[src/fbt_consts.svh]
// offsets, field positions, reset values and limits of the base timer
`ifndef FBT_CONSTS_SVH
`define FBT_CONSTS_SVH

// ====================================================================
// register byte offsets on the apb side
`define FBT_OFF_CTRL0     8'h00
`define FBT_OFF_CTRL1     8'h04
`define FBT_OFF_COUNT     8'h08
`define FBT_OFF_DIV       8'h0c
`define FBT_OFF_MATCH     8'h10
`define FBT_OFF_CH0CMP    8'h14
`define FBT_OFF_CHREQ     8'h18
`define FBT_OFF_MASK0     8'h1c
`define FBT_OFF_MASK1     8'h20
`define FBT_OFF_TIMER_IRQ 8'h24
`define FBT_OFF_SHARED    8'h28

// ====================================================================
// field positions
`define FBT_C0_SRC_LSB    0
`define FBT_C0_SRC_MSB    1
`define FBT_C0_RESET_REGISTER_MATCH_ENABLE_BIT   2
`define FBT_C0_OVSEL_BIT  3
`define FBT_C1_RUN_BIT    0
`define FBT_C1_CH0RST_BIT 1
`define FBT_C1_EXTRST_BIT 2
`define FBT_C1_MODE_LSB   4
`define FBT_C1_MODE_MSB   5
`define FBT_IR_BIT        0
`define FBT_SH0_BIT       0
`define FBT_SH1_BIT       1

// ====================================================================
// reset values and counter limits
`define FBT_BYTE_RST      8'h00
`define FBT_CNT_ZERO      16'h0000
`define FBT_CNT_MAX       16'hffff
`define FBT_CNT_TURN      16'hfffe
`define FBT_HALF_MAX      15'h7fff
`define FBT_CNT_ONE       16'h0001
`define FBT_RD_ZERO       32'h0000_0000

`endif

[src/fbt_pkg.sv]
// types shared by the base timer and its prescaler
package fbt_pkg;

    // ================================================================
    // counting operations
    typedef enum logic [1:0] {
        FBT_UP    = 2'b00,
        FBT_UPDN  = 2'b01,
        FBT_PHASE = 2'b10,
        FBT_RSV   = 2'b11
    } fbt_mode_e;

    // ================================================================
    // count source selection
    typedef enum logic [1:0] {
        FBT_SRC_F1    = 2'b00,
        FBT_SRC_F2    = 2'b01,
        FBT_SRC_PHASE = 2'b10,
        FBT_SRC_RSV   = 2'b11
    } fbt_src_e;

    // ================================================================
    // prescaler state
    typedef struct packed {
        logic [7:0] cnt;
        logic       half;
        logic       tick;
    } fbt_div_state_s;

    // ================================================================
    // base timer state, registers and bus answer together
    typedef struct packed {
        logic [7:0]  ctrl0;
        logic [7:0]  ctrl1;
        logic [15:0] cnt;
        logic [7:0]  div;
        logic [15:0] match_rst;
        logic [15:0] ch0_cmp;
        logic [7:0]  chan_req;
        logic [7:0]  mask0;
        logic [7:0]  mask1;
        logic        timer_ir;
        logic        irq0_ir;
        logic        irq1_ir;
        logic        req0_prev;
        logic        req1_prev;
        logic        count_down;
        logic        ph_a;
        logic        ph_b;
        logic        ph_up;
        logic        ch0_match;
        logic        pready;
        logic        pslverr;
        logic [31:0] prdata;
    } fbt_state_s;

endpackage

[src/fbt_timer.sv]
// free-running base timer with channel request routing, apb slave
`timescale 1ns/1ps
`include "fbt_consts.svh"
module fbt_timer (
    input  wire logic        pclk,
    input  wire logic        presetn,
    input  wire logic        psel,
    input  wire logic        penable,
    input  wire logic        pwrite,
    input  wire logic [7:0]  paddr,
    input  wire logic [31:0] pwdata,
    output logic [31:0]      prdata,
    output logic             pready,
    output logic             pslverr,
    input  wire logic        phase_a_input,
    input  wire logic        phase_b_input,
    input  wire logic        external_reset_pin_n,
    input  wire logic [7:0]  chan_event,
    output logic             timer_irq,
    output logic             shared_irq0,
    output logic             shared_irq1,
    output logic             ch0_match
);
    import fbt_pkg::*;

    fbt_state_s st;
    fbt_state_s next_st;
    fbt_mode_e  mode;
    fbt_src_e   src;
    logic       tick;
    logic       run;
    logic       wr;
    logic       rd_setup;
    logic       mapped;
    logic       wr_cnt;
    logic       ext_hit;
    logic       match_hit;
    logic       ch0_hit;
    logic       up_step;
    logic       ovf;
    logic       phase_evt;
    logic       en0;
    logic       en1;

    // ================================================================
    // address match, shared by the counter and flag write decode
    function automatic logic fbt_hit(input logic [7:0] a, input logic [7:0] off);
        return a == off;
    endfunction

    // ================================================================
    // decode of control fields
    assign run     = st.ctrl1[`FBT_C1_RUN_BIT];
    assign mode    = fbt_mode_e'(st.ctrl1[`FBT_C1_MODE_MSB:`FBT_C1_MODE_LSB]);
    // two-phase mode forces the phase pins as the count source
    assign src     = (mode == FBT_PHASE) ? FBT_SRC_PHASE
                   : fbt_src_e'(st.ctrl0[`FBT_C0_SRC_MSB:`FBT_C0_SRC_LSB]);
    assign ext_hit = st.ctrl1[`FBT_C1_EXTRST_BIT] & ~external_reset_pin_n;
    // a reset register match only counts with its enable set
    assign match_hit = st.ctrl0[`FBT_C0_RESET_REGISTER_MATCH_ENABLE_BIT] & (st.cnt == st.match_rst);
    assign ch0_hit   = st.ctrl1[`FBT_C1_CH0RST_BIT] & (st.cnt == st.ch0_cmp);

    // ================================================================
    // apb strobes: write lands at the access edge with pready high
    assign wr       = psel & penable & st.pready & pwrite;
    assign rd_setup = psel & ~penable & ~pwrite;
    assign wr_cnt   = wr & fbt_hit(paddr, `FBT_OFF_COUNT);

    always_comb begin
        case (paddr)
            `FBT_OFF_CTRL0, `FBT_OFF_CTRL1, `FBT_OFF_COUNT, `FBT_OFF_DIV,
            `FBT_OFF_MATCH, `FBT_OFF_CH0CMP, `FBT_OFF_CHREQ, `FBT_OFF_MASK0,
            `FBT_OFF_MASK1, `FBT_OFF_TIMER_IRQ, `FBT_OFF_SHARED: mapped = 1'b1;
            default: mapped = 1'b0;
        endcase
    end

    // ================================================================
    // phase pins: any edge is an event, direction from the pin order
    assign phase_evt = (phase_a_input ^ st.ph_a) | (phase_b_input ^ st.ph_b);

    // ================================================================
    // up steps are where overflow out of bit 14 or 15 can occur
    always_comb begin
        case (mode)
            FBT_UP:    up_step = 1'b1;
            FBT_UPDN:  up_step = ~st.count_down;
            FBT_PHASE: up_step = st.ph_up;
            default:   up_step = 1'b1;
        endcase
    end
    assign ovf = up_step & (st.ctrl0[`FBT_C0_OVSEL_BIT] ? (st.cnt == `FBT_CNT_MAX)
                                                        : (st.cnt[14:0] == `FBT_HALF_MAX));

    // ================================================================
    // shared interrupt causes, gated by the enable masks
    assign en0 = |(st.chan_req & st.mask0);
    assign en1 = |(st.chan_req & st.mask1);

    // ================================================================
    // count source prescaler
    fbt_prescaler fbt_prescaler_inst (
        .pclk      (pclk),
        .presetn   (presetn),
        .clear     (~run),
        .src       (src),
        .phase_evt (phase_evt),
        .ratio     (st.div),
        .tick      (tick)
    );

    // ================================================================
    // next state: bus answer, registers, counter and request flags
    always_comb begin
        next_st           = st;
        next_st.pready    = psel & ~penable;
        next_st.pslverr   = psel & ~penable & ~mapped;
        next_st.prdata    = `FBT_RD_ZERO;
        next_st.ch0_match = 1'b0;
        next_st.ph_a      = phase_a_input;
        next_st.ph_b      = phase_b_input;
        if (phase_evt) begin
            next_st.ph_up = phase_a_input ^ st.ph_b;
        end

        // read data is captured in the setup cycle, stable in access
        if (rd_setup) begin
            case (paddr)
                `FBT_OFF_CTRL0:     next_st.prdata = {24'h000000, st.ctrl0};
                `FBT_OFF_CTRL1:     next_st.prdata = {24'h000000, st.ctrl1};
                `FBT_OFF_COUNT:     next_st.prdata = {16'h0000, st.cnt};
                `FBT_OFF_DIV:       next_st.prdata = {24'h000000, st.div};
                `FBT_OFF_MATCH:     next_st.prdata = {16'h0000, st.match_rst};
                `FBT_OFF_CH0CMP:    next_st.prdata = {16'h0000, st.ch0_cmp};
                `FBT_OFF_CHREQ:     next_st.prdata = {24'h000000, st.chan_req};
                `FBT_OFF_MASK0:     next_st.prdata = {24'h000000, st.mask0};
                `FBT_OFF_MASK1:     next_st.prdata = {24'h000000, st.mask1};
                `FBT_OFF_TIMER_IRQ: next_st.prdata = {31'h00000000, st.timer_ir};
                `FBT_OFF_SHARED:    next_st.prdata = {30'h00000000, st.irq1_ir, st.irq0_ir};
                default:            next_st.prdata = `FBT_RD_ZERO;
            endcase
        end

        // plain register writes
        if (wr) begin
            case (paddr)
                `FBT_OFF_CTRL0:  next_st.ctrl0     = pwdata[7:0];
                `FBT_OFF_CTRL1:  next_st.ctrl1     = pwdata[7:0];
                `FBT_OFF_DIV:    next_st.div       = pwdata[7:0];
                `FBT_OFF_MATCH:  next_st.match_rst = pwdata[15:0];
                `FBT_OFF_CH0CMP: next_st.ch0_cmp   = pwdata[15:0];
                `FBT_OFF_MASK0:  next_st.mask0     = pwdata[7:0];
                `FBT_OFF_MASK1:  next_st.mask1     = pwdata[7:0];
                default:         next_st.ctrl0     = st.ctrl0;
            endcase
        end

        // flags: writing zero clears, writing one leaves them alone
        if (wr && fbt_hit(paddr, `FBT_OFF_CHREQ)) begin
            next_st.chan_req = st.chan_req & pwdata[7:0];
        end
        if (wr && fbt_hit(paddr, `FBT_OFF_TIMER_IRQ) && !pwdata[`FBT_IR_BIT]) begin
            next_st.timer_ir = 1'b0;
        end
        if (wr && fbt_hit(paddr, `FBT_OFF_SHARED)) begin
            next_st.irq0_ir = st.irq0_ir & pwdata[`FBT_SH0_BIT];
            next_st.irq1_ir = st.irq1_ir & pwdata[`FBT_SH1_BIT];
        end

        // counter: stop, pin reset, load, match resets, then counting
        if (!run) begin
            // held in reset: the counter sits at zero, writes are dropped
            next_st.cnt        = `FBT_CNT_ZERO;
            next_st.count_down = 1'b0;
        end else if (ext_hit) begin
            next_st.cnt        = `FBT_CNT_ZERO;
            next_st.count_down = 1'b0;
        end else if (wr_cnt) begin
            next_st.cnt = pwdata[15:0];
        end else if (tick) begin
            // compare output keeps working whichever match resets the timer
            next_st.ch0_match = (st.cnt == st.ch0_cmp);
            if (match_hit) begin
                next_st.cnt        = `FBT_CNT_ZERO;
                next_st.count_down = 1'b0;
                next_st.timer_ir   = 1'b1;
            end else if (ch0_hit) begin
                next_st.cnt        = `FBT_CNT_ZERO;
                next_st.count_down = 1'b0;
            end else begin
                if (ovf) begin
                    next_st.timer_ir = 1'b1;
                end
                case (mode)
                    FBT_UP: begin
                        next_st.cnt = st.cnt + `FBT_CNT_ONE;
                    end
                    FBT_UPDN: begin
                        // turn around at the ends instead of wrapping
                        if (!st.count_down && st.cnt == `FBT_CNT_MAX) begin
                            next_st.cnt        = `FBT_CNT_TURN;
                            next_st.count_down = 1'b1;
                        end else if (st.count_down && st.cnt == `FBT_CNT_ZERO) begin
                            next_st.cnt        = `FBT_CNT_ONE;
                            next_st.count_down = 1'b0;
                        end else if (st.count_down) begin
                            next_st.cnt = st.cnt - `FBT_CNT_ONE;
                        end else begin
                            next_st.cnt = st.cnt + `FBT_CNT_ONE;
                        end
                    end
                    FBT_PHASE: begin
                        next_st.cnt = st.ph_up ? st.cnt + `FBT_CNT_ONE
                                               : st.cnt - `FBT_CNT_ONE;
                    end
                    default: begin
                        next_st.cnt = st.cnt + `FBT_CNT_ONE;
                    end
                endcase
            end
        end

        // channel causes set after any clear, so a set is never lost
        next_st.chan_req  = next_st.chan_req | chan_event;
        // only a fresh rise of the masked causes raises a shared request
        next_st.req0_prev = en0;
        next_st.req1_prev = en1;
        if (en0 && !st.req0_prev) begin
            next_st.irq0_ir = 1'b1;
        end
        if (en1 && !st.req1_prev) begin
            next_st.irq1_ir = 1'b1;
        end
    end

    // ================================================================
    // state register
    always_ff @(posedge pclk or negedge presetn) begin
        if (!presetn) begin
            st <= '0;
        end else begin
            st <= next_st;
        end
    end

    // ================================================================
    // outputs straight from the state flops
    assign prdata      = st.prdata;
    assign pready      = st.pready;
    assign pslverr     = st.pslverr;
    assign timer_irq   = st.timer_ir;
    assign shared_irq0 = st.irq0_ir;
    assign shared_irq1 = st.irq1_ir;
    assign ch0_match   = st.ch0_match;
endmodule

[src/fbt_prescaler.sv]
// count source prescaler: picks a source and divides it by ratio plus one
`timescale 1ns/1ps
`include "fbt_consts.svh"
module fbt_prescaler (
    input  wire logic             pclk,
    input  wire logic             presetn,
    input  wire logic             clear,
    input  wire fbt_pkg::fbt_src_e src,
    input  wire logic             phase_evt,
    input  wire logic [7:0]       ratio,
    output logic                  tick
);
    import fbt_pkg::*;

    fbt_div_state_s st;
    fbt_div_state_s next_st;
    logic           base;

    // ================================================================
    // source pick and divide by n+1, ratio zero passes every pulse
    always_comb begin
        next_st      = st;
        next_st.tick = 1'b0;
        next_st.half = ~st.half;
        case (src)
            FBT_SRC_F1:    base = 1'b1;
            FBT_SRC_F2:    base = st.half;
            FBT_SRC_PHASE: base = phase_evt;
            default:       base = 1'b1;
        endcase
        if (clear) begin
            // a stopped timer restarts the division from a clean phase
            next_st = '0;
        end else if (base) begin
            if (st.cnt >= ratio) begin
                next_st.cnt  = `FBT_BYTE_RST;
                next_st.tick = 1'b1;
            end else begin
                next_st.cnt = st.cnt + 8'h01;
            end
        end
    end

    // ================================================================
    // state register
    always_ff @(posedge pclk or negedge presetn) begin
        if (!presetn) begin
            st <= '0;
        end else begin
            st <= next_st;
        end
    end

    assign tick = st.tick;
endmodule

[config.mk]
export PLATFORM = sky130hd
export DESIGN_NAME = fbt_timer
export DESIGN_NICKNAME = d
export VERILOG_FILES = /design/src/fbt_pkg.sv /design/src/fbt_timer.sv /design/src/fbt_prescaler.sv
export VERILOG_INCLUDE_DIRS = /design/src
export SDC_FILE = /design/constraint.sdc
export NUM_CORES = 1
export LEC_CHECK = 0
export ABC_AREA = 1
export BUFFER_PORTS_ARGS = -buffer_cell sky130_fd_sc_hd__buf_4
export CAP_MARGIN = 20
export CORE_MARGIN = 2
export CORE_UTILIZATION = 55
export CTS_CLUSTER_SIZE = 20
export DETAILED_ROUTE_END_ITERATION = 10
export HOLD_SLACK_MARGIN = 0.05
export PLACE_DENSITY_LB_ADDON = 0.15
export SLEW_MARGIN = 30
export SYNTH_ARGS = -nofsm -noshare
export SYNTH_HDL_FRONTEND = slang
export SYNTH_SLANG_ARGS = --single-unit
[constraint.sdc]
create_clock -name pclk -period 4.5 [get_ports pclk]
set_input_delay 0.675 -clock pclk [delete_from_list [all_inputs] [get_ports pclk]]
set_output_delay 0.675 -clock pclk [all_outputs]
set_load 0.02 [all_outputs]
==> impl_metrics.toml <==
[run_status]
outcome = "complete, no violations"

[clocking]
numCtsBuffers = 17
cts_max_level = 4
clkSinkCount = 134
cts_tree = "yes"
holdBufCountCts = 0
cts_root_buf = "clkbuf_16"
cts-resized-gates = 0
cts_setup_buffers = 0
worstSkewPairLatency_ns = 0.43
clk_pin_slew_ns = 0.06
cts_buffer_depth = 2

[timing]
period_needed_ns = 2.57
skew_ns = 0.0119
fin_crit_sh_pct = 57.0
drv_slew = 0
rsz0062_at_grt = "no"
finalSetupViolCount = 0
hold_violations = 0
tns_ns = 0
tightestPinTransition_ns = 0.849
relSlewSlack_pct = 43.4
max_freq_mhz = 390

[route]
postRouteAntennaNets = 0
vias = 7416
drt-total-wl_mm = 23.0
drtPass1Iterations = 6
vias_per_cell = 5.54
first_iter_violations = 763
drc = 0
routedWlPerCell_um = 17.2

[synth]
async_flop_share_pct = 100
yosysWarningCount = 0
synth_seq_cells = 134
synth_area_per_cell_um2 = 7.32
synth_cells = 1113
synth_area_leaders = "dfrtp_1 (41%), nand2_1 (17%), inv_1 (5.1%), o21ai_1 (4.3%), xor2_1 (4.1%)"
synth_top_area_share_pct = 41.2
syn-cell-area_mm2 = 0.00814
yosysSeqAreaShare_pct = 41.2
ys_types = 45
synth_flop_cell = "dfrtp_1"
synth_edf_count = 0
yosysTopAreaCell = "dfrtp_1"

[layout]
area_delta_synth_final_pct = 11.8
layout.nets = 1213
fin_area_mm2 = 0.00910
diodes = 0
layout_commonest_cell = "nand2_1"
final_cell_mix = "nand2_1 (358), dfrtp_1 (134), inv_1 (111)"
ff_latch_area_mm2 = 0.00335
drive_above_1_share_pct = 11.5
multiInputGateArea_mm2 = 0.00394
fillers = 1315

[pwr]
switching_power_mw = 0.669
switching_share_pct = 23.9
power_density_mw_per_mm2 = 308
ir_worst_vdd_v = 0.000345
power.leakage_nw = 4.75
combPwrFrac_pct = 4.4
power.internal_mw = 2.13
p_seq_share_pct = 43.4
clkPwrFrac_pct = 52.2

[worst_setup_path]
critPathKind = "in2reg"
end_kind = "flop"
worstPathMaxFanout = 19
start_kind = "input port"
cp.required_ns = 4.87
cp_data_arrival_time_ns = 2.93
r2r_setup_slack_ns = 2.17

[floorplan]
core-area_mm2 = 0.0145
die_w_um = 126
top_level_ports = 94
die_y_um = 126
die_area_mm2 = 0.0158
num_rows = 44
start_util_pct = 56.2

[flow_run]
maxCapViolations = 0

[global_routing]
grt_overflow = 0
grt_first_pass_wirelength_mm = 37.3
grt_use_total_pct = 30.0
antenna_found_initial = 0
first_global_vias = 7064
grt_max_degree = 107

[worst_hold_path]
min_path_type = "in2async"

[placed_design]
routabilityCongestion = 0.963
hpwlAfterDp_mm = 16.8
placed_area_mm2 = 0.00848
port_buffers = 61
-- per-stage QoR --
| stage | utilization [%] | hold WS (ns) | power [mW] | cells | worst slack [ns] |
|---|---|---|---|---|---|
| final | 62.9 | 0.343 | 2.80 | 1338 | 1.93 |
| after global routing | 62.9 | 0.361 | 2.88 | 1338 | 1.72 |
| after CTS | 62.8 | 0.363 | 2.81 | 1338 | 1.87 |
| after detailed placement | 58.5 | 0.423 | 1.36 | 1306 | 1.46 |
| after global placement | 58.5 | 0.416 | 1.36 | 1306 | 1.39 |
| after floorplan | - | 0.379 | 1.29 | 1128 | 2.53 |
-- sequential cells by signal, summed over array words and instances (netlist names) --
signal	count
timer_irq	1
fbt_prescaler_inst.st	9
mode	2
ch0_match	1
shared_irq1	1
prdata	16
st	99
pready	1
shared_irq0	1
pslverr	1
run	1
fbt_prescaler_inst.tick	1
-- area by class of cell --
class | count | area share (%)
clock buffer | 17 | 4.67
clock inverter | 15 | 2.10
inverter | 132 | 5.47
multi-input combinational | 794 | 43.2
sequential | 134 | 36.8
tap | 184 | 2.53
timing repair buffer | 62 | 5.18
-- layer usage --
layer	up-vias	track usage [%]	part of all wire, %
li1	3577	-	-
met1	3467	39.7	42
met2	299	48.5	47
met3	73	4.93	6.7
met4	0	14.2	4.6
met5	-	0	0
-- Yosys cell counts (2+ instances only) --
| cell type | count |
|---|---|
| nor2_4 | 3 |
| inv_2 | 19 |
| a221oi_1 | 5 |
| nand3_4 | 2 |
| o21bai_1 | 8 |
| o21ai_1 | 70 |
| nor3_2 | 2 |
| nand2_1 | 360 |
| o2111ai_1 | 3 |
| xnor2_1 | 5 |
| inv_1 | 111 |
| nor4_1 | 4 |
| xor2_1 | 38 |
| o211ai_1 | 2 |
| a211oi_1 | 3 |
| ha_1 | 16 |
| buf_4 | 38 |
| a21oi_1 | 29 |
| a22o_1 | 2 |
| clkbuf_1 | 14 |
| nor2_1 | 86 |
| nand4_1 | 11 |
| nand2_2 | 3 |
| nand3_1 | 43 |
| o21ai_0 | 24 |
| o22ai_1 | 25 |
| a31oi_1 | 2 |
| nor2_2 | 2 |
| nor3_1 | 20 |
| buf_2 | 15 |
| dfrtp_1 | 134 |
-- path summary, 6_finish.rpt --
kind	startpoint	endpoint	cells past startpoint
setup / recovery	paddr[7]	st[108]	11
hold / removal	presetn	st[122]	1
setup reg to reg	st[108]	st[115]	13
hold reg to reg	fbt_prescaler_inst.st[1]	fbt_prescaler_inst.st[1]	1
max in group asynchronous	presetn	st[126]	2
min in group pclk	phase_b_input	st[36]	1
-- logic make-up after synthesis --
group | after synthesis | share of synthesized area, %
simple gates | 541 | 27.8
xor+xnor | 43 | 4.63
flops | 134 | 41.2
other cells | 1 | 0.0461
buf+inv | 200 | 11.3
fa+ha+maj | 16 | 2.46
mux | 1 | 0.123
compound gates | 177 | 12.4
-- critical path: stages --
cell	delay, ns
buf_4	0.11
inv_1	0.06
nand3_1	0.12
nor2_1	0.23
nand2_2	0.31
nor2_4	0.55
inv_2	0.15
a21oi_4	0.44
o21a_1	0.19
nand2_1	0.05
nand2_1	0.05
-- power groups by stage --
| stage | Sequential [mW] | Combinational, mW | Clock, mW |
|---|---|---|---|
| after floorplan | 1.24 | 0.0549 | 0 |
| after global placement | 1.24 | 0.122 | 0 |
| after CTS | 1.22 | 0.123 | 1.47 |
| after detailed placement | 1.24 | 0.123 | 0 |
| final | 1.22 | 0.123 | 1.46 |
| after global routing | 1.22 | 0.135 | 1.53 |
(Power assumes the default switching activity.)
